<file path="src/shared/tsf_reg_map.svh">
// Purpose: register map, field positions and timing figures of the transceiver status flag logic
// Assumes: 250 MHz system clock, APB with 32-bit data
// Notes: included by bare name; definitions only
//
// Notes on behaviour
// - a local rouse event is taken on either edge of the wake input
// - every active fault condition is ORed into the active-low fault indicator
// - a pending rouse request is also shown low on the receive-data output in standby
// - cold start sets on battery power-up and on battery recovery from undervoltage
// - cold start pulls the fault indicator low on silent entry from standby or sleep
// - cold start clears only after a transition into normal mode
// - cold start also sets rouse request and a local rouse source in standby, go-to-sleep or sleep
// - after a rouse, standby drives fault and rxd low; normal or supply undervoltage clears it
// - rouse request sets only in standby, go-to-sleep or sleep; it restarts undervoltage timers
// - rouse source records bus activity, wake input edge or power-up
// - in normal mode fault shows the source: low local, high remote, until cleared
// - rouse source clears after four txd falls in normal, leaving normal, or undervoltage
// - a mask input change sets the mask flag, shown low in silent mode
// - mask flag clears on entering normal, standby, go-to-sleep or sleep
// - supply undervoltage flags stay internal; set while the supply is low, clear only on supply recovery
// - go-to-sleep is refused while the rouse request flag is set
// - the first recorded rouse source is kept until the flag clears
// - the fault indicator is released to high impedance in sleep mode
`ifndef TSF_REG_MAP_SVH
`define TSF_REG_MAP_SVH

// ****************************************
// register offsets and reset values
// ****************************************
`define TSF_ADDR_W 12
`define TSF_OFF_CTRL 12'h000
`define TSF_OFF_STATUS 12'h004
`define TSF_CTRL_RST 32'h0000_0003
`define TSF_CTRL_W 2

// ****************************************
// field positions
// ****************************************
`define TSF_CTRL_LOCAL_EN 0
`define TSF_CTRL_BUS_EN 1
`define TSF_ST_COLD 0
`define TSF_ST_REQ 1
`define TSF_ST_SRC_LO 2
`define TSF_ST_SRC_HI 3
`define TSF_ST_MASK 4
`define TSF_ST_UVC 5
`define TSF_ST_UVI 6
`define TSF_ST_MODE_LO 8
`define TSF_ST_MODE_HI 10

// ****************************************
// timing
// ****************************************
`define TSF_CLK_MHZ 250
`define TSF_UV_FILTER_NS 100000
`define TSF_TXD_FALLS 3'h4

`endif

</file>
<file path="src/shared/tsf_pkg.sv">
// Purpose: shared types of the transceiver status flag logic
// Assumes: nothing beyond the map header
// Notes: used only with explicit package scope
package tsf_pkg;

   // operating modes of the transceiver
   typedef enum logic [2:0] {
      MODE_NORMAL,
      MODE_SILENT,
      MODE_STANDBY,
      MODE_GOSLEEP,
      MODE_SLEEP
   } tsf_mode_type;

   // recorded origin of a rouse
   typedef enum logic [1:0] {
      SRC_NONE,
      SRC_LOCAL,
      SRC_BUS
   } tsf_src_type;

   // the status flags as one carrier
   typedef struct packed {
      logic cold;
      logic req;
      tsf_src_type src;
      logic mask;
      logic uvc;
      logic uvi;
   } tsf_flags_type;

endpackage : tsf_pkg

</file>
<file path="src/logic/tsf_status_flags.sv">
// Purpose: status flags, rouse capture and fault indicator drive of a CAN FD transceiver core
// Assumes: pins already synchronous to clk_i; supply comparators give clean ok levels
// Notes: APB slave with zero wait states; mode request comes from the pin decoder
//
// The address map and register access over APB were decided locally.
`include "tsf_reg_map.svh"

module tsf_status_flags #(
   parameter int UV_FILTER_NS = `TSF_UV_FILTER_NS
) (
   // clock and reset
   input wire logic clk_i,
   input wire logic sys_rst_i,
   // apb slave
   input wire logic psel_i,
   input wire logic penable_i,
   input wire logic pwrite_i,
   input wire logic [`TSF_ADDR_W-1:0] paddr_i,
   input wire logic [31:0] pwdata_i,
   output logic [31:0] prdata_o,
   output logic pready_o,
   output logic pslverr_o,
   // mode and events
   input wire tsf_pkg::tsf_mode_type mode_req_i,
   input wire logic wake_pin_i,
   input wire logic bus_rouse_i,
   input wire logic txd_i,
   input wire logic supply_control_mask_input_i,
   input wire logic ext_fault_i,
   // supply monitors
   input wire logic battery_supply_ok_i,
   input wire logic core_supply_ok_i,
   input wire logic io_supply_ok_i,
   // indicators
   output tsf_pkg::tsf_mode_type mode_o,
   output logic fault_indicator_out_o,
   output logic fault_indicator_oe_o,
   output logic rxd_pull_low_o
);

   // ****************************************
   // constants
   // ****************************************
   localparam int UV_CYC_RAW = (UV_FILTER_NS * `TSF_CLK_MHZ + 999) / 1000;
   localparam int UV_CYC = (UV_CYC_RAW < 1) ? 1 : UV_CYC_RAW;
   localparam int UV_W = $clog2(UV_CYC + 1);
   localparam logic [UV_W-1:0] UV_LIMIT = UV_W'(UV_CYC);
   localparam logic [31:0] CTRL_RST = `TSF_CTRL_RST; // only the low control bits are kept

   // ****************************************
   // state
   // ****************************************
   tsf_pkg::tsf_mode_type mode_q, mode_d;
   tsf_pkg::tsf_flags_type flags_q, flags_d;
   logic [`TSF_CTRL_W-1:0] ctrl_q, ctrl_d;
   logic [31:0] prdata_q, prdata_d;
   logic [UV_W-1:0] uvc_cnt_q, uvc_cnt_d, uvi_cnt_q, uvi_cnt_d;
   logic [2:0] txd_cnt_q, txd_cnt_d;
   logic wake_prev_q, bat_prev_q, mask_prev_q, txd_prev_q;
   logic silent_low_q, silent_low_d;
   logic fault_n_q, fault_n_d, fault_oe_q, fault_oe_d, rxd_low_q, rxd_low_d;

   // event terms
   logic local_ev, cold_set, rouse_set, mask_set, chg, uvc_exp, uvi_exp;
   logic txd_fall, txd_fourth, src_clr, enter_normal, rouse_mode;
   tsf_pkg::tsf_src_type new_src;

   // ****************************************
   // apb register access
   // ****************************************
   logic setup, acc_wr, hit_ctrl, hit_status;

   // decode and read data capture in the setup phase
   always_comb
   begin
      setup = psel_i && !penable_i;
      acc_wr = psel_i && penable_i && pwrite_i;
      hit_ctrl = (paddr_i == `TSF_OFF_CTRL);
      hit_status = (paddr_i == `TSF_OFF_STATUS);
      ctrl_d = ctrl_q;
      prdata_d = prdata_q;
      if (acc_wr && hit_ctrl)
      begin
         ctrl_d = pwdata_i[`TSF_CTRL_W-1:0];
      end
      if (setup)
      begin
         prdata_d = 32'h0000_0000;
         if (hit_ctrl)
         begin
            prdata_d[`TSF_CTRL_W-1:0] = ctrl_q;
         end
         else if (hit_status)
         begin
            prdata_d[`TSF_ST_COLD] = flags_q.cold;
            prdata_d[`TSF_ST_REQ] = flags_q.req;
            prdata_d[`TSF_ST_SRC_HI:`TSF_ST_SRC_LO] = flags_q.src;
            prdata_d[`TSF_ST_MASK] = flags_q.mask;
            prdata_d[`TSF_ST_UVC] = flags_q.uvc;
            prdata_d[`TSF_ST_UVI] = flags_q.uvi;
            prdata_d[`TSF_ST_MODE_HI:`TSF_ST_MODE_LO] = mode_q;
         end
      end
   end

   // zero wait states; unmapped addresses answer with an error
   assign pready_o = 1'b1;
   assign pslverr_o = psel_i && penable_i && !hit_ctrl && !hit_status;
   assign prdata_o = prdata_q;

   // ****************************************
   // events and mode
   // ****************************************
   // edge detection and mode steering
   always_comb
   begin
      local_ev = (wake_pin_i != wake_prev_q) && ctrl_q[`TSF_CTRL_LOCAL_EN];
      cold_set = battery_supply_ok_i && !bat_prev_q;
      rouse_mode = (mode_q == tsf_pkg::MODE_STANDBY) || (mode_q == tsf_pkg::MODE_GOSLEEP)
         || (mode_q == tsf_pkg::MODE_SLEEP);
      rouse_set = rouse_mode && (local_ev || cold_set
         || (bus_rouse_i && ctrl_q[`TSF_CTRL_BUS_EN]));
      new_src = (cold_set || local_ev) ? tsf_pkg::SRC_LOCAL : tsf_pkg::SRC_BUS;
      mask_set = supply_control_mask_input_i != mask_prev_q;
      txd_fall = txd_prev_q && !txd_i;
      mode_d = mode_req_i;
      if (mode_req_i == tsf_pkg::MODE_GOSLEEP && flags_q.req && mode_q != tsf_pkg::MODE_GOSLEEP)
      begin
         mode_d = mode_q;
      end
      if (rouse_set && (mode_q == tsf_pkg::MODE_GOSLEEP || mode_q == tsf_pkg::MODE_SLEEP))
      begin
         mode_d = tsf_pkg::MODE_STANDBY;
      end
      chg = mode_d != mode_q;
      enter_normal = chg && (mode_d == tsf_pkg::MODE_NORMAL);
   end

   // ****************************************
   // undervoltage filter timers
   // ****************************************
   // count while the supply is low, restart on a rouse request
   always_comb
   begin
      uvc_cnt_d = uvc_cnt_q;
      uvi_cnt_d = uvi_cnt_q;
      if (core_supply_ok_i || rouse_set)
      begin
         uvc_cnt_d = '0;
      end
      else if (uvc_cnt_q != UV_LIMIT)
      begin
         uvc_cnt_d = uvc_cnt_q + UV_W'(1);
      end
      if (io_supply_ok_i || rouse_set)
      begin
         uvi_cnt_d = '0;
      end
      else if (uvi_cnt_q != UV_LIMIT)
      begin
         uvi_cnt_d = uvi_cnt_q + UV_W'(1);
      end
      uvc_exp = (uvc_cnt_q == UV_LIMIT);
      uvi_exp = (uvi_cnt_q == UV_LIMIT);
   end

   // ****************************************
   // flags
   // ****************************************
   // set wins over clear on every flag
   always_comb
   begin
      flags_d = flags_q;
      txd_cnt_d = txd_cnt_q;
      txd_fourth = 1'b0;
      if (mode_q != tsf_pkg::MODE_NORMAL || flags_q.src == tsf_pkg::SRC_NONE)
      begin
         txd_cnt_d = 3'h0;
      end
      else if (txd_fall)
      begin
         txd_cnt_d = txd_cnt_q + 3'h1;
         txd_fourth = (txd_cnt_d == `TSF_TXD_FALLS);
      end
      src_clr = txd_fourth || uvc_exp || uvi_exp
         || (chg && mode_q == tsf_pkg::MODE_NORMAL);
      // cold start
      if (cold_set)
      begin
         flags_d.cold = 1'b1;
      end
      else if (enter_normal)
      begin
         flags_d.cold = 1'b0;
      end
      // rouse request
      if (rouse_set)
      begin
         flags_d.req = 1'b1;
      end
      else if (enter_normal || uvc_exp || uvi_exp)
      begin
         flags_d.req = 1'b0;
      end
      // rouse source, first one kept
      if (rouse_set && (src_clr || flags_q.src == tsf_pkg::SRC_NONE))
      begin
         flags_d.src = new_src;
      end
      else if (src_clr)
      begin
         flags_d.src = tsf_pkg::SRC_NONE;
      end
      // mask change
      if (mask_set)
      begin
         flags_d.mask = 1'b1;
      end
      else if (chg && mode_d != tsf_pkg::MODE_SILENT)
      begin
         flags_d.mask = 1'b0;
      end
      // supply undervoltage, internal only
      flags_d.uvc = !core_supply_ok_i || (flags_q.uvc && !rouse_set);
      flags_d.uvi = !io_supply_ok_i || (flags_q.uvi && !rouse_set);
      if (core_supply_ok_i)
      begin
         flags_d.uvc = 1'b0;
      end
      if (io_supply_ok_i)
      begin
         flags_d.uvi = 1'b0;
      end
   end

   // ****************************************
   // pin drive
   // ****************************************
   // fault indicator and rxd pull-down
   always_comb
   begin
      silent_low_d = silent_low_q;
      if (chg && mode_d == tsf_pkg::MODE_SILENT)
      begin
         silent_low_d = (mode_q == tsf_pkg::MODE_STANDBY) || (mode_q == tsf_pkg::MODE_SLEEP);
      end
      else if (mode_d != tsf_pkg::MODE_SILENT)
      begin
         silent_low_d = 1'b0;
      end
      fault_n_d = !(ext_fault_i
         || (flags_q.cold && mode_q == tsf_pkg::MODE_SILENT && silent_low_q)
         || (flags_q.req && mode_q == tsf_pkg::MODE_STANDBY)
         || (flags_q.src == tsf_pkg::SRC_LOCAL && mode_q == tsf_pkg::MODE_NORMAL)
         || (flags_q.mask && mode_q == tsf_pkg::MODE_SILENT));
      rxd_low_d = flags_q.req && mode_q == tsf_pkg::MODE_STANDBY;
      fault_oe_d = mode_d != tsf_pkg::MODE_SLEEP;
   end

   assign mode_o = mode_q;
   assign fault_indicator_out_o = fault_n_q;
   assign fault_indicator_oe_o = fault_oe_q;
   assign rxd_pull_low_o = rxd_low_q;

   // ****************************************
   // registers
   // ****************************************
   // all state of the block
   always_ff @(posedge clk_i)
   begin
      if (sys_rst_i)
      begin
         mode_q <= tsf_pkg::MODE_STANDBY;
         flags_q <= '0;
         ctrl_q <= CTRL_RST[`TSF_CTRL_W-1:0];
         prdata_q <= 32'h0000_0000;
         uvc_cnt_q <= '0;
         uvi_cnt_q <= '0;
         txd_cnt_q <= 3'h0;
         wake_prev_q <= 1'b0;
         bat_prev_q <= 1'b0;
         mask_prev_q <= 1'b0;
         txd_prev_q <= 1'b1;
         silent_low_q <= 1'b0;
         fault_n_q <= 1'b1;
         fault_oe_q <= 1'b1;
         rxd_low_q <= 1'b0;
      end
      else
      begin
         mode_q <= mode_d;
         flags_q <= flags_d;
         ctrl_q <= ctrl_d;
         prdata_q <= prdata_d;
         uvc_cnt_q <= uvc_cnt_d;
         uvi_cnt_q <= uvi_cnt_d;
         txd_cnt_q <= txd_cnt_d;
         wake_prev_q <= wake_pin_i;
         bat_prev_q <= battery_supply_ok_i;
         mask_prev_q <= supply_control_mask_input_i;
         txd_prev_q <= txd_i;
         silent_low_q <= silent_low_d;
         fault_n_q <= fault_n_d;
         fault_oe_q <= fault_oe_d;
         rxd_low_q <= rxd_low_d;
      end
   end
endmodule : tsf_status_flags

</file>
<file path="config.mk">
export PLATFORM = sky130hd
export DESIGN_NAME = tsf_status_flags
export DESIGN_NICKNAME = d
export VERILOG_FILES = /design/src/shared/tsf_pkg.sv /design/src/logic/tsf_status_flags.sv
export VERILOG_INCLUDE_DIRS = /design/src /design/src/shared
export SDC_FILE = /design/constraint.sdc
export NUM_CORES = 1
export LEC_CHECK = 0
export BUFFER_PORTS_ARGS = -buffer_cell sky130_fd_sc_hd__buf_2
export CORE_ASPECT_RATIO = 1.2
export CORE_MARGIN = 3
export CORE_UTILIZATION = 50
export CTS_BUF_LIST = sky130_fd_sc_hd__clkbuf_8
export DETAILED_ROUTE_END_ITERATION = 12
export PLACE_DENSITY = 0.79
export SYNTH_ARGS = -nofsm -noshare
export SYNTH_HDL_FRONTEND = slang
export SYNTH_SLANG_ARGS = --single-unit
export TNS_END_PERCENT = 50
</file>
<file path="constraint.sdc">
create_clock -name clk_i -period 4.97 [get_ports clk_i]
set_input_delay 0 -clock clk_i [delete_from_list [all_inputs] [get_ports clk_i]]
set_output_delay 0 -clock clk_i [all_outputs]
set_load 0.03 [all_outputs]
</file>
# Yosys cells after proc, flatten, opt, wreduce, memory -nomap -nowiden
# Index checks and enable logic that the tools add are counted.
dict set report op_classes {
  addsub 3
  n_eq_ne 19
  n_mux 20
  n_reduce_logical 71
}
# operator n
set ops {}
lappend ops {{$add A15 B1 Y15 const B} 2}
lappend ops {{$eq A15 B15 Y1 const B} 2}
lappend ops {{$ne A15 B15 Y1 const B} 2}
lappend ops {{$logic_and A1 B1 Y1} 26}
lappend ops {{$logic_or A1 B1 Y1} 21}
lappend ops {{$eq A12 B3 Y1 const B} 1}
lappend ops {{$logic_not A12 Y1} 1}
lappend ops {{$mux W3} 4}
lappend ops {{$mux W1} 10}
lappend ops {{$reduce_bool A2 Y1} 5}
lappend ops {{$reduce_or A2 Y1} 5}
lappend ops {{$eq A3 B2 Y1 const B} 3}
lappend ops {{$logic_not A1 Y1} 9}
lappend ops {{$mux W2} 4}
lappend ops {{$mux W7} 1}
lappend ops {{$eq A3 B1 Y1 const B} 2}
lappend ops {{$eq A3 B3 Y1 const B} 2}
lappend ops {{$logic_not A3 Y1} 2}
lappend ops {{$mux W5} 1}
lappend ops {{$add A3 B1 Y3 const B} 1}
lappend ops {{$ne A3 B1 Y1 const B} 1}
lappend ops {{$ne A3 B2 Y1 const B} 1}
lappend ops {{$ne A3 B3 Y1} 1}
lappend ops {{$ne A3 B3 Y1 const B} 1}
lappend ops {{4 further kinds} 5}
dict set report totals {
  ff_bits 63
  out_inout_bits 40
  elab_cells 133
}

# Depth between registers and ports, before layout
# Gate-level depths: netlist of run 1.
dict set report logic_depth {
  word_depth 13
  ltp_mapped 8
}

# Worst setup path after synthesis of run 1
# No wires, ideal clock.
dict set report synth_timing {
  path_kind {reg2reg}
  startpoint {register mode_q[2], in the netlist mode_o[2]}
  endpoint {register flags_q[5] (netlist bit)}
  arrival_ns 1.770
  t_required_ns 4.879
  setup_slack_ns 3.109
  stages_incl_launch_ff 8
  n_path_buf 1
  cell_sequence {dfxtp_1 > buf_2 > nand2b_1 > a32oi_1 > nor2b_1 > a311oi_2 > nand2b_1 > a311oi_1}
}
dict set report synth_via {
  elab_chain_cells 11
  elab_cells_between_ends 19
  classes_between {eq/ne: 5; mux: 3; reduce/logical: 11}
}
# element line_no
set synth_lines {}
lappend synth_lines {{start: declaration} tsf_status_flags.sv:53} ;# tsf_pkg::tsf_mode_type mode_q, mode_d;
lappend synth_lines {{start signal: assignment} tsf_status_flags.sv:273} ;# mode_q <= tsf_pkg::MODE_STANDBY;
lappend synth_lines {{start signal: assignment} tsf_status_flags.sv:291} ;# mode_q <= mode_d;
lappend synth_lines {{$eq A3 B2 Y1, on equally long branches} {tsf_status_flags.sv:119, tsf_status_flags.sv:131}}
lappend synth_lines {{$logic_or A1 B1 Y1} tsf_status_flags.sv:119} ;# rouse_mode = (mode_q == tsf_pkg::MODE_STANDBY) || (mode_q == tsf_pkg::MODE_GOSLEEP)
lappend synth_lines {{$logic_or A1 B1 Y1} tsf_status_flags.sv:120} ;# || (mode_q == tsf_pkg::MODE_SLEEP);
lappend synth_lines {{$logic_and A1 B1 Y1} tsf_status_flags.sv:121} ;# rouse_set = rouse_mode && (local_ev || cold_set
lappend synth_lines {{$logic_and A1 B1 Y1} tsf_status_flags.sv:131} ;# if (rouse_set && (mode_q == tsf_pkg::MODE_GOSLEEP || mode_q == tsf_pkg::MODE_SLEEP))
lappend synth_lines {{$mux W3} tsf_status_flags.sv:131}
lappend synth_lines {{$ne A3 B3 Y1 or $logic_not A3 Y1 (tied branches)} {tsf_status_flags.sv:135, tsf_status_flags.sv:136}}
lappend synth_lines {{$logic_and A1 B1 Y1} tsf_status_flags.sv:136} ;# enter_normal = chg && (mode_d == tsf_pkg::MODE_NORMAL);
lappend synth_lines {{$logic_or A1 B1 Y1 (2 in series)} tsf_status_flags.sv:201} ;# else if (enter_normal || uvc_exp || uvi_exp)
lappend synth_lines {{$reduce_bool A2 Y1 (no line)} --}
lappend synth_lines {{end signal: assignment} tsf_status_flags.sv:292} ;# flags_q <= flags_d;
lappend synth_lines {{end: declaration} tsf_status_flags.sv:54} ;# tsf_pkg::tsf_flags_type flags_q, flags_d;
# Parallel ways exist; a longest one is shown, timed or not.
# A chain may end at the register's enable or synchronous reset.

# Worst setup path in the final report of run 1
dict set report layout_timing {
  startpoint {register mode_q[1], in the netlist mode_o[1]}
  endpoint {register silent_low_q}
}
dict set report layout_via {
  elab_chain_cells 9
  elab_cells_between_ends 19
  classes_between {eq/ne: 7; mux: 3; reduce/logical: 9}
}
# element line_no
set layout_lines {}
lappend layout_lines {{$eq A3 B2 Y1, on equally long branches} {tsf_status_flags.sv:119, tsf_status_flags.sv:245, tsf_status_flags.sv:131}}
lappend layout_lines {{$logic_or A1 B1 Y1} tsf_status_flags.sv:119}
lappend layout_lines {{$logic_or A1 B1 Y1} tsf_status_flags.sv:120}
lappend layout_lines {{$logic_and A1 B1 Y1} tsf_status_flags.sv:121}
lappend layout_lines {{$logic_and A1 B1 Y1} tsf_status_flags.sv:131}
lappend layout_lines {{$mux W3} tsf_status_flags.sv:131}
lappend layout_lines {{$ne A3 B3 Y1 or $eq A3 B1 Y1 (tied branches)} {tsf_status_flags.sv:135, tsf_status_flags.sv:243}}
lappend layout_lines {{$logic_and A1 B1 Y1} tsf_status_flags.sv:243} ;# if (chg && mode_d == tsf_pkg::MODE_SILENT)
lappend layout_lines {{$mux W1 or $reduce_bool A2 Y1 (tied branches)} --}
lappend layout_lines {{end signal: assignment} tsf_status_flags.sv:302} ;# silent_low_q <= silent_low_d;
lappend layout_lines {{end: declaration} tsf_status_flags.sv:60} ;# logic silent_low_q, silent_low_d;
# Parallel ways exist; a longest one is shown, timed or not.

==> flow_summary.json, run 1 <==
{
  "ys_warn_count": 0,
  "first_pass_iters": 5,
  "slew_violations": 0,
  "yosysSeqAreaShare": 0.4084,
  "skew_ns": 0.008203,
  "reg2reg_slack_ns": 2.90,
  "drt_iter0_drc": 111,
  "cap_violations": 0,
  "via_count": 2560,
  "setup_violations": 0,
  "synthCells": 357,
  "peakVddDrop_mv": 0.1993,
  "cp.required_ns": 5.24,
  "p_switching_uw": 303.6,
  "grt_pass1_vias": 2471,
  "routedWlPerCell_um": 12.64,
  "worst_pin_slew_ns": 0.5729,
  "place_congestion": 0.8221,
  "status": "completed",
  "area_growth_pct": 15.44,
  "ios": 100,
  "dieWidth_um": 77.74,
  "worstSetupPathType": "register to register",
  "p_comb_frac": 0.111,
  "synth_top_area_share": 0.4084,
  "grt_remaining_overflow": 0,
  "ys_ff_latch": 63,
  "max_stage_delay_ns": 0.57,
  "p_int_uw": 792.0,
  "initial_core_util": 0.5308,
  "hold_slack_ns": 0.04101,
  "period_needed_ns": 2.072,
  "post-route-period-util": 0.4169,
  "clkTransAtPathRegs_ns": 0.07,
  "synth_area_leaders": "dfxtp_1 (41%), nor2_1 (7.7%), buf_4 (5.6%)",
  "grt_setup_unrepaired": "no",
  "crit_path_end_kind": "register",
  "antenna_found_initial": 0,
  "critPathLaunch": "mode_o[1]$_SDFF_PP1_",
  "r2r-start": "mode_o[1]$_SDFF_PP1_",
  "synth_top_area_cell": "dfxtp_1",
  "row_count": 30,
  "worstSkewPairLatency_ns": 0.34,
  "mostFrequentLayoutCells": "nor2_1 (63), dfxtp_1 (63), buf_2 (46)",
  "cp-start-kind": "register",
  "grt_start_max_net_pins": 32,
  "antenna_left": 0,
  "dieArea_um2": 7159,
  "r2r-end": "silent_low_q$_SDFFE_PP0P_",
  "dpl.hpwl_mm": 4.413,
  "worst-path-max-fanout": 13,
  "async_reset_ff_frac": 0,
  "clockBufferDepth": 2,
  "grt_pass1_wl_mm": 10.36,
  "synth_area_um2": 3088,
  "clock.fmax_mhz": 482.6,
  "synth_cell_types": 53,
  "fp.coreArea_um2": 5818,
  "nNetsFinal": 476,
  "hold_viol_final": 0,
  "finalPower_uw": 1096,
  "holdCritStartpoint": "mode_req_i[0]",
  "htree_levels": 3,
  "cp.arrival_ns": 2.34,
  "placedInstanceArea_um2": 3278,
  "hold_class": "input port to register",
  "fp.dieH_um": 92.09,
  "relSlewSlack": 0.6181,
  "multi_input_area_um2": 1653,
  "cts_root_buffer": "clkbuf_8",
  "synth-edff-count": 0,
  "routed_wl_mm": 6.258,
  "drive_above_1_share": 0.1735,
  "cts_resized": 0,
  "io_buffers": 46,
  "avgSynthCellArea_um2": 8.650,
  "cts-buffers-inserted": 9,
  "min_path_cells": 3,
  "fillers": 528,
  "switching_share": 0.2771,
  "clockPowerShare": 0.404,
  "grt.total_usage": 0.1784,
  "n_antenna_cell": 0,
  "min_to": "mode_o[0]$_SDFF_PP0_",
  "p_per_area_nw_per_um2": 307.4,
  "cp_cell_sequence": "nor2b_2 > nand2_1 > a21oi_2 > o31ai_1 > a221o_1 > a211oi_2",
  "clock_sinks": 63,
  "rr_worst_depth": 6,
  "seqCellArea_um2": 1261,
  "vias_per_cell": 5.172,
  "fin_area_um2": 3565,
  "cts_tree": "built",
  "synthFlopType": "dfxtp_1",
  "cp_slowest_cell": "dfxtp_1",
  "final.setup.tns_ns": 0,
  "p_seq_frac": 0.485,
  "power_leakage_uw": 0.001387,
  "drc_errors": 0
}
-- cell families after synthesis --
family | share of synthesized area
AOI/OAI and AO/OA | 0.1078
xor gates and xnor gates | 0.08509
adders and majority gates | 0.02431
buffers and inverters | 0.08185
DFF | 0.4084
muxes | 0.01297
other | 0.002432
and+or+nand+nor | 0.2771
-- metal layers --
layer | GRT usage | up-vias | share of wire
li1 | - | 1294 | -
met1 | 0.1923 | 1178 | 0.42
met2 | 0.3143 | 75 | 0.51
met3 | 0.04420 | 13 | 0.056
met4 | 0.09941 | 0 | 0.015
met5 | 0 | - | 0
-- worst max-delay path: cells and delay by family (launching register included) --
| family | cells | cell delay (ns) |
|---|---|---|
| AO/OA/AOI/OAI | 4 | 1.06 |
| flip-flops | 1 | 0.57 |
| AND/OR/NAND/NOR | 2 | 0.37 |
-- area by class of cell --
class	count	area share
well taps	80	0.02808
clock inverters	7	0.02036
flip-flops and latches	63	0.3538
multi-input cells	272	0.4637
inverters	9	0.009477
repair buffers	55	0.08986
clock buffers	9	0.03475
-- synth_stat cells (all sizes together), types with 7 or more instances --
| master | number |
|---|---|
| nor2 | 63 |
| dfxtp | 63 |
| a22oi | 10 |
| xnor2 | 11 |
| inv | 9 |
| nor3 | 9 |
| a21oi | 8 |
| clkbuf | 7 |
| xor2 | 19 |
| nor2b | 9 |
| nand3 | 9 |
| nand4 | 9 |
| buf | 27 |
| nand2b | 10 |
| nand2 | 23 |
-- flip-flops by register name (all words and copies together) (netlist names), 2 cells and up --
| signal | flops |
|---|---|
| prdata_o | 10 |
| uvc_cnt_q | 15 |
| ctrl_q | 2 |
| mode_o | 3 |
| flags_q | 7 |
| txd_cnt_q | 3 |
| uvi_cnt_q | 15 |
-- per-stage QoR --
step / setup WS (ns) / util / cells
2_1_floorplan: 3.109 / - / 378
4_1_cts: 2.903 / 0.6127 / 495
6_report: 2.898 / 0.6127 / 495
5_1_grt: 2.787 / 0.6127 / 495
3_5_place_dp: 2.955 / 0.5634 / 470
3_3_place_gp: 2.983 / 0.5634 / 470
-- how the worst max path moves through the flow --
stage,end
2_1_floorplan,flags_q[5]$_SDFFE_PP0P_
3_3_place_gp,silent_low_q$_SDFFE_PP0P_
3_5_place_dp,silent_low_q$_SDFFE_PP0P_
4_1_cts,silent_low_q$_SDFFE_PP0P_
5_1_grt,silent_low_q$_SDFFE_PP0P_
6_report,silent_low_q$_SDFFE_PP0P_
-- repair_timing --
action | CTS | global route
hold buffers | 9 | 0
buffers inserted | 0 | 0
hold endpoints to repair | 10 | 0
-- power by group through the flow --
stage	combinational [uW]	sequential (uW)	clock (uW)
3_5_place_dp	115	543	0
2_1_floorplan	97.9	542	0
3_3_place_gp	113	543	0
4_1_cts	122	531	451
6_report	122	531	442
5_1_grt	133	533	471
Power figures use the tool's default switching activity.
==> run 2: changes to the inputs <==
--- a/config.mk
+++ b/config.mk
@@ -9,10 +9,10 @@
 export BUFFER_PORTS_ARGS = -buffer_cell sky130_fd_sc_hd__buf_2
 export CORE_ASPECT_RATIO = 1.2
 export CORE_MARGIN = 3
-export CORE_UTILIZATION = 50
+export CORE_UTILIZATION = 47
 export CTS_BUF_LIST = sky130_fd_sc_hd__clkbuf_8
 export DETAILED_ROUTE_END_ITERATION = 12
-export PLACE_DENSITY = 0.79
+export PLACE_DENSITY = 0.78
 export SYNTH_ARGS = -nofsm -noshare
 export SYNTH_HDL_FRONTEND = slang
 export SYNTH_SLANG_ARGS = --single-unit
==> constraint.sdc (replaced) <==
create_clock -name clk_i -period 1.79 [get_ports clk_i]
set_input_delay 0 -clock clk_i [delete_from_list [all_inputs] [get_ports clk_i]]
set_output_delay 0 -clock clk_i [all_outputs]
set_load 0.03 [all_outputs]
==> run 2 against run 1 <==
Net effect: the flow now finishes with violations (setup timing); critical path depth stayed put; register-to-register slack lost 2.9 ns; total power rose to 2.7 times the previous value; non-clock buffer count grew 20; critical endpoint is now fault_indicator_oe_o$_SDFF_PP1_; highest routed layer unchanged.
==> flow_summary.json, run 2 (synthesis results as in run 1) <==
{
  "drc_errors": 0,
  "routedWlPerCell_um": 12.92,
  "hold_viol_final": 0,
  "grt_pass1_vias": 2486,
  "area_growth_pct": 24.31,
  "ios": 100,
  "period_needed_ns": 1.841,
  "worstSetupPathType": "register to register",
  "cts-buffers-inserted": 9,
  "via_count": 2675,
  "place_congestion": 0.8283,
  "crit_path_end_kind": "register",
  "fp.coreArea_um2": 6206,
  "cap_violations": 0,
  "layout_commonest_cell": "nor2_1",
  "clockBufferDepth": 2,
  "io_buffers": 46,
  "clock.fmax_mhz": 543.3,
  "drt_iter0_drc": 144,
  "initial_core_util": 0.4976,
  "fin_ws_ns": -0.05057,
  "grt.total_usage": 0.1741,
  "violations": "setup timing",
  "fin_area_um2": 3839,
  "hold_class": "input port to register",
  "clock_sinks": 63,
  "grt_setup_unrepaired": "yes",
  "routed_wl_mm": 6.682,
  "max_stage_delay_ns": 0.36,
  "grt_remaining_overflow": 0,
  "cp_slowest_cell": "or3b_1",
  "dieArea_um2": 7583,
  "antenna_left": 0,
  "worstSkewPairLatency_ns": 0.34,
  "cp-start-kind": "register",
  "htree_levels": 3,
  "first_pass_iters": 4,
  "drive_above_1_share": 0.2506,
  "antenna_found_initial": 0,
  "cp.arrival_ns": 2.06,
  "setup_violations": 4,
  "placedInstanceArea_um2": 3415,
  "slew_violations": 0,
  "fp.dieH_um": 94.79,
  "clkTransAtPathRegs_ns": 0.07,
  "cp_cell_sequence": "xor2_4 > a221oi_2 > buf_4 > a21oi_4 > or3_4 > or3b_1",
  "worst-path-max-fanout": 4,
  "peakVddDrop_mv": 0.4822,
  "p_per_area_nw_per_um2": 772.2,
  "status": "finished, violations left",
  "cts_root_buffer": "clkbuf_8",
  "vias_per_cell": 5.174,
  "grt_start_max_net_pins": 17,
  "power_leakage_uw": 0.001516,
  "dpl.hpwl_mm": 4.754,
  "grt_pass1_wl_mm": 10.49,
  "cp.required_ns": 2.01,
  "n_antenna_cell": 0,
  "row_count": 31,
  "post-route-period-util": 1.028,
  "final.setup.tns_ns": -0.1596,
  "dieWidth_um": 80.00,
  "mostFrequentLayoutCells": "nor2_1 (63), dfxtp_1 (60), buf_2 (46)",
  "cts_tree": "built",
  "nNetsFinal": 496,
  "skew_ns": 0.01276
}
[run 2: final cells by class]
class                   count  area (um2)
clock inverters             7       47.55
multi-input cells         272        1779
fillers                   538        2367
flip-flops and latches     63        1265
well taps                  82       102.6
inverters                   9       33.78
repair buffers             75       486.7
clock buffers               9       123.9
[run 2: worst paths after layout]
| kind | start | cells after the start | endpoint | slack, ns |
|---|---|---|---|---|
| min reg2reg | flags_q[1]$_SDFF_PP0_ | 2 | prdata_o[5]$_SDFFE_PP0P_ | 0.48 |
| min | mode_req_i[0] | 3 | mode_o[0]$_SDFF_PP0_ | 0.03 |
| max | wake_prev_q$_SDFF_PP0_ | 6 | fault_indicator_oe_o$_SDFF_PP1_ | -0.05 |
| max reg2reg | wake_prev_q$_SDFF_PP0_ | 6 | fault_indicator_oe_o$_SDFF_PP1_ | -0.05 |
[run 2: critical path: cells and delay by family (launching register included)]
kind	cells	cell delay [ns]
buffers and inverters	1	0.19
DFF	1	0.34
xor gates and xnor gates	1	0.15
AOI/OAI and AO/OA	2	0.35
and+or+nand+nor	2	0.70
[run 2: where the power goes]
group | total, uW | internal, uW | leakage, uW | switching (uW)
clock network | 1050 | 500 | 0.0000854 | 553
logic | 443 | 175 | 0.000918 | 267
registers | 1470 | 1440 | 0.000513 | 32.5
total | 2960 | 2110 | 0.00152 | 853
[run 2: per-stage QoR]
stage               total power (uW)  hold slack, ns    util  cells  setup WS (ns)
finish                          2964         0.03197  0.6185    517       -0.05057
global route                    3085         0.05039  0.6185    517        -0.1673
CTS                             2939        0.001032  0.5933    513       -0.01738
detailed placement              1863          0.1932  0.5502    488       -0.02626
global placement                1853          0.1948  0.5502    488        0.04101
floorplan                       1778         0.07804       -    378       -0.01404
[run 2: per-layer routing]
layer	wire (um)	GRT usage	vias to the layer above
met5	0	0	-
met4	131	0.07606	0
met3	415	0.04962	12
met2	3245	0.2949	77
met1	2889	0.2034	1256
li1	-	-	1330
[run 2: timing repair]
action	CTS	global route
pin swaps	0	12
gates resized for setup	1	23
endpoints found under the hold margin	9	0
setup endpoints to repair	3	8
setup buffers	0	4
hold buffers	9	0
==> run 3: changes to the inputs <==
--- a/config.mk
+++ b/config.mk
@@ -8,11 +8,10 @@
 export LEC_CHECK = 0
 export BUFFER_PORTS_ARGS = -buffer_cell sky130_fd_sc_hd__buf_2
 export CORE_ASPECT_RATIO = 1.2
-export CORE_MARGIN = 3
-export CORE_UTILIZATION = 47
+export CORE_UTILIZATION = 35
 export CTS_BUF_LIST = sky130_fd_sc_hd__clkbuf_8
 export DETAILED_ROUTE_END_ITERATION = 12
-export PLACE_DENSITY = 0.78
+export PLACE_DENSITY_LB_ADDON = 0.25
 export SYNTH_ARGS = -nofsm -noshare
 export SYNTH_HDL_FRONTEND = slang
 export SYNTH_SLANG_ARGS = --single-unit
==> run 3 against run 2 <==
Net effect: the flow now finishes without violations; die area grew 21%; critical path depth grew 2; total power grew 9.9%; sequential cell count is the same; worst setup slack gained 0.068 ns; register-to-register slack gained 0.07 ns; largest power group unchanged; clock power grew 30%; highest routed layer unchanged; non-clock buffer count grew 4.
==> flow_summary.json, run 3 (synthesis results as in run 1) <==
{
  "io_buffers": 46,
  "worstSkewPairLatency_ns": 0.34,
  "post-route-period-util": 0.9903,
  "cp.required_ns": 2.04,
  "dieArea_um2": 9204,
  "worst_pin_slew_ns": 0.5990,
  "cp.arrival_ns": 2.02,
  "row_count": 37,
  "p_per_area_nw_per_um2": 830.6,
  "slew_violations": 0,
  "grt_pass1_wl_mm": 10.84,
  "relSlewSlack": 0.6006,
  "period_needed_ns": 1.773,
  "layout_commonest_cell": "nor2_1",
  "vias_per_cell": 4.723,
  "routedWlPerCell_um": 12.16,
  "grt_setup_unrepaired": "yes",
  "hold_viol_final": 0,
  "clockBufferDepth": 2,
  "routed_wl_mm": 6.760,
  "n_antenna_cell": 0,
  "setup_violations": 0,
  "fin_ws_ns": 0.01734,
  "ios": 100,
  "fp.coreArea_um2": 8564,
  "first_pass_iters": 4,
  "skew_ns": 0.01058,
  "crit_path_end_kind": "register",
  "hold_slack_ns": 0.03400,
  "area_growth_pct": 27.03,
  "grt.total_usage": 0.1517,
  "pre_cts_slack_ns": 0.01451,
  "fp.dieH_um": 104.9,
  "peakVddDrop_mv": 0.3788,
  "clock.fmax_mhz": 564.1,
  "antenna_found_initial": 0,
  "worst-path-max-fanout": 4,
  "cap_violations": 0,
  "dpl.hpwl_mm": 4.770,
  "drc_errors": 0,
  "dieWidth_um": 87.75,
  "cts-buffers-inserted": 9,
  "initial_core_util": 0.3606,
  "drt_iter0_drc": 66,
  "cts_root_buffer": "clkbuf_8",
  "antenna_left": 0,
  "drive_above_1_share": 0.2460,
  "hold_class": "input port to register",
  "cts_tree": "built",
  "worstSetupPathType": "input port to register",
  "place_congestion": 0.8640,
  "nNetsFinal": 500,
  "grt_remaining_overflow": 0,
  "mostFrequentLayoutCells": "nor2_1 (63), dfxtp_1 (60), buf_2 (45)",
  "final.setup.tns_ns": 0,
  "status": "completed",
  "grt_pass1_vias": 2458,
  "cp-start-kind": "input port",
  "htree_levels": 3,
  "clkTransAtPathRegs_ns": 0.07,
  "power_leakage_uw": 0.001554,
  "clock_sinks": 63,
  "grt_start_max_net_pins": 32,
  "via_count": 2626
}
==> run 3: cell count changes in the layout (fill, tap and decap cells not counted), moves of 2 or more <==
cell,previous run,this run
a32oi_1,0,2
a32oi_2,2,0
buf_4,18,24
bufinv_16,0,2
clkinv_2,3,1
==> run 3: final timing paths <==
check | from | end | slack [ns] | cells past startpoint
setup reg to reg | wake_prev_q$_SDFF_PP0_ | flags_q[5]$_SDFFE_PP0P_ | 0.02 | 7
hold reg to reg | flags_q[1]$_SDFF_PP0_ | prdata_o[5]$_SDFFE_PP0P_ | 0.48 | 2
setup / recovery | wake_pin_i | flags_q[5]$_SDFFE_PP0P_ | 0.02 | 8
hold / removal | mode_req_i[0] | mode_o[0]$_SDFF_PP0_ | 0.03 | 3
==> run 3: worst max-delay path, cell delays in order <==
cell           delay [ns]
dlygate4sd3_1        0.61
xor2_2               0.22
a221oi_2             0.24
buf_4                0.18
nor3_4               0.04
a311oi_4             0.36
nand2b_1             0.16
a311oi_2             0.21
==> run 3: timing repair <==
item	CTS	global route
hold buffers	9	0
hold endpoints to repair	10	0
setup buffers	0	1
resized for setup	0	17
setup endpoints to repair	0	7
==> run 3: per-layer routing <==
metal | routed length, um | up-vias | track usage
li1 | - | 1337 | -
met1 | 3068 | 1211 | 0.1810
met2 | 3300 | 68 | 0.2553
met3 | 264 | 10 | 0.03239
met4 | 127 | 0 | 0.06909
met5 | 0 | - | 0
==> run 3: final cells by class <==
type | count | area, um2
tap | 117 | 146.4
timing repair buffer | 79 | 515.5
fill | 843 | 4642
multi-input combinational | 272 | 1739
clock buffer | 10 | 137.6
inverter | 9 | 33.78
sequential | 63 | 1265
clock inverter | 6 | 85.08
==> run 3: power breakdown <==
| part | leakage, uW | internal [uW] | switching (uW) |
|---|---|---|---|
| combinational | 0.000927 | 169 | 256 |
| clock | 0.000114 | 817 | 551 |
| sequential | 0.000513 | 1440 | 29.7 |
==> run 3: stage by stage <==
| step | area (um2) | util | cells | total power, uW |
|---|---|---|---|---|
| 2_1_floorplan | 3168 | - | 378 | 1778 |
| 3_3_place_gp | 3518 | 0.4108 | 531 | 1874 |
| 3_5_place_dp | 3518 | 0.4108 | 531 | 1876 |
| 4_1_cts | 3831 | 0.4473 | 556 | 3276 |
| 5_1_grt | 3923 | 0.4580 | 556 | 3406 |
| 6_report | 3923 | 0.4580 | 556 | 3258 |
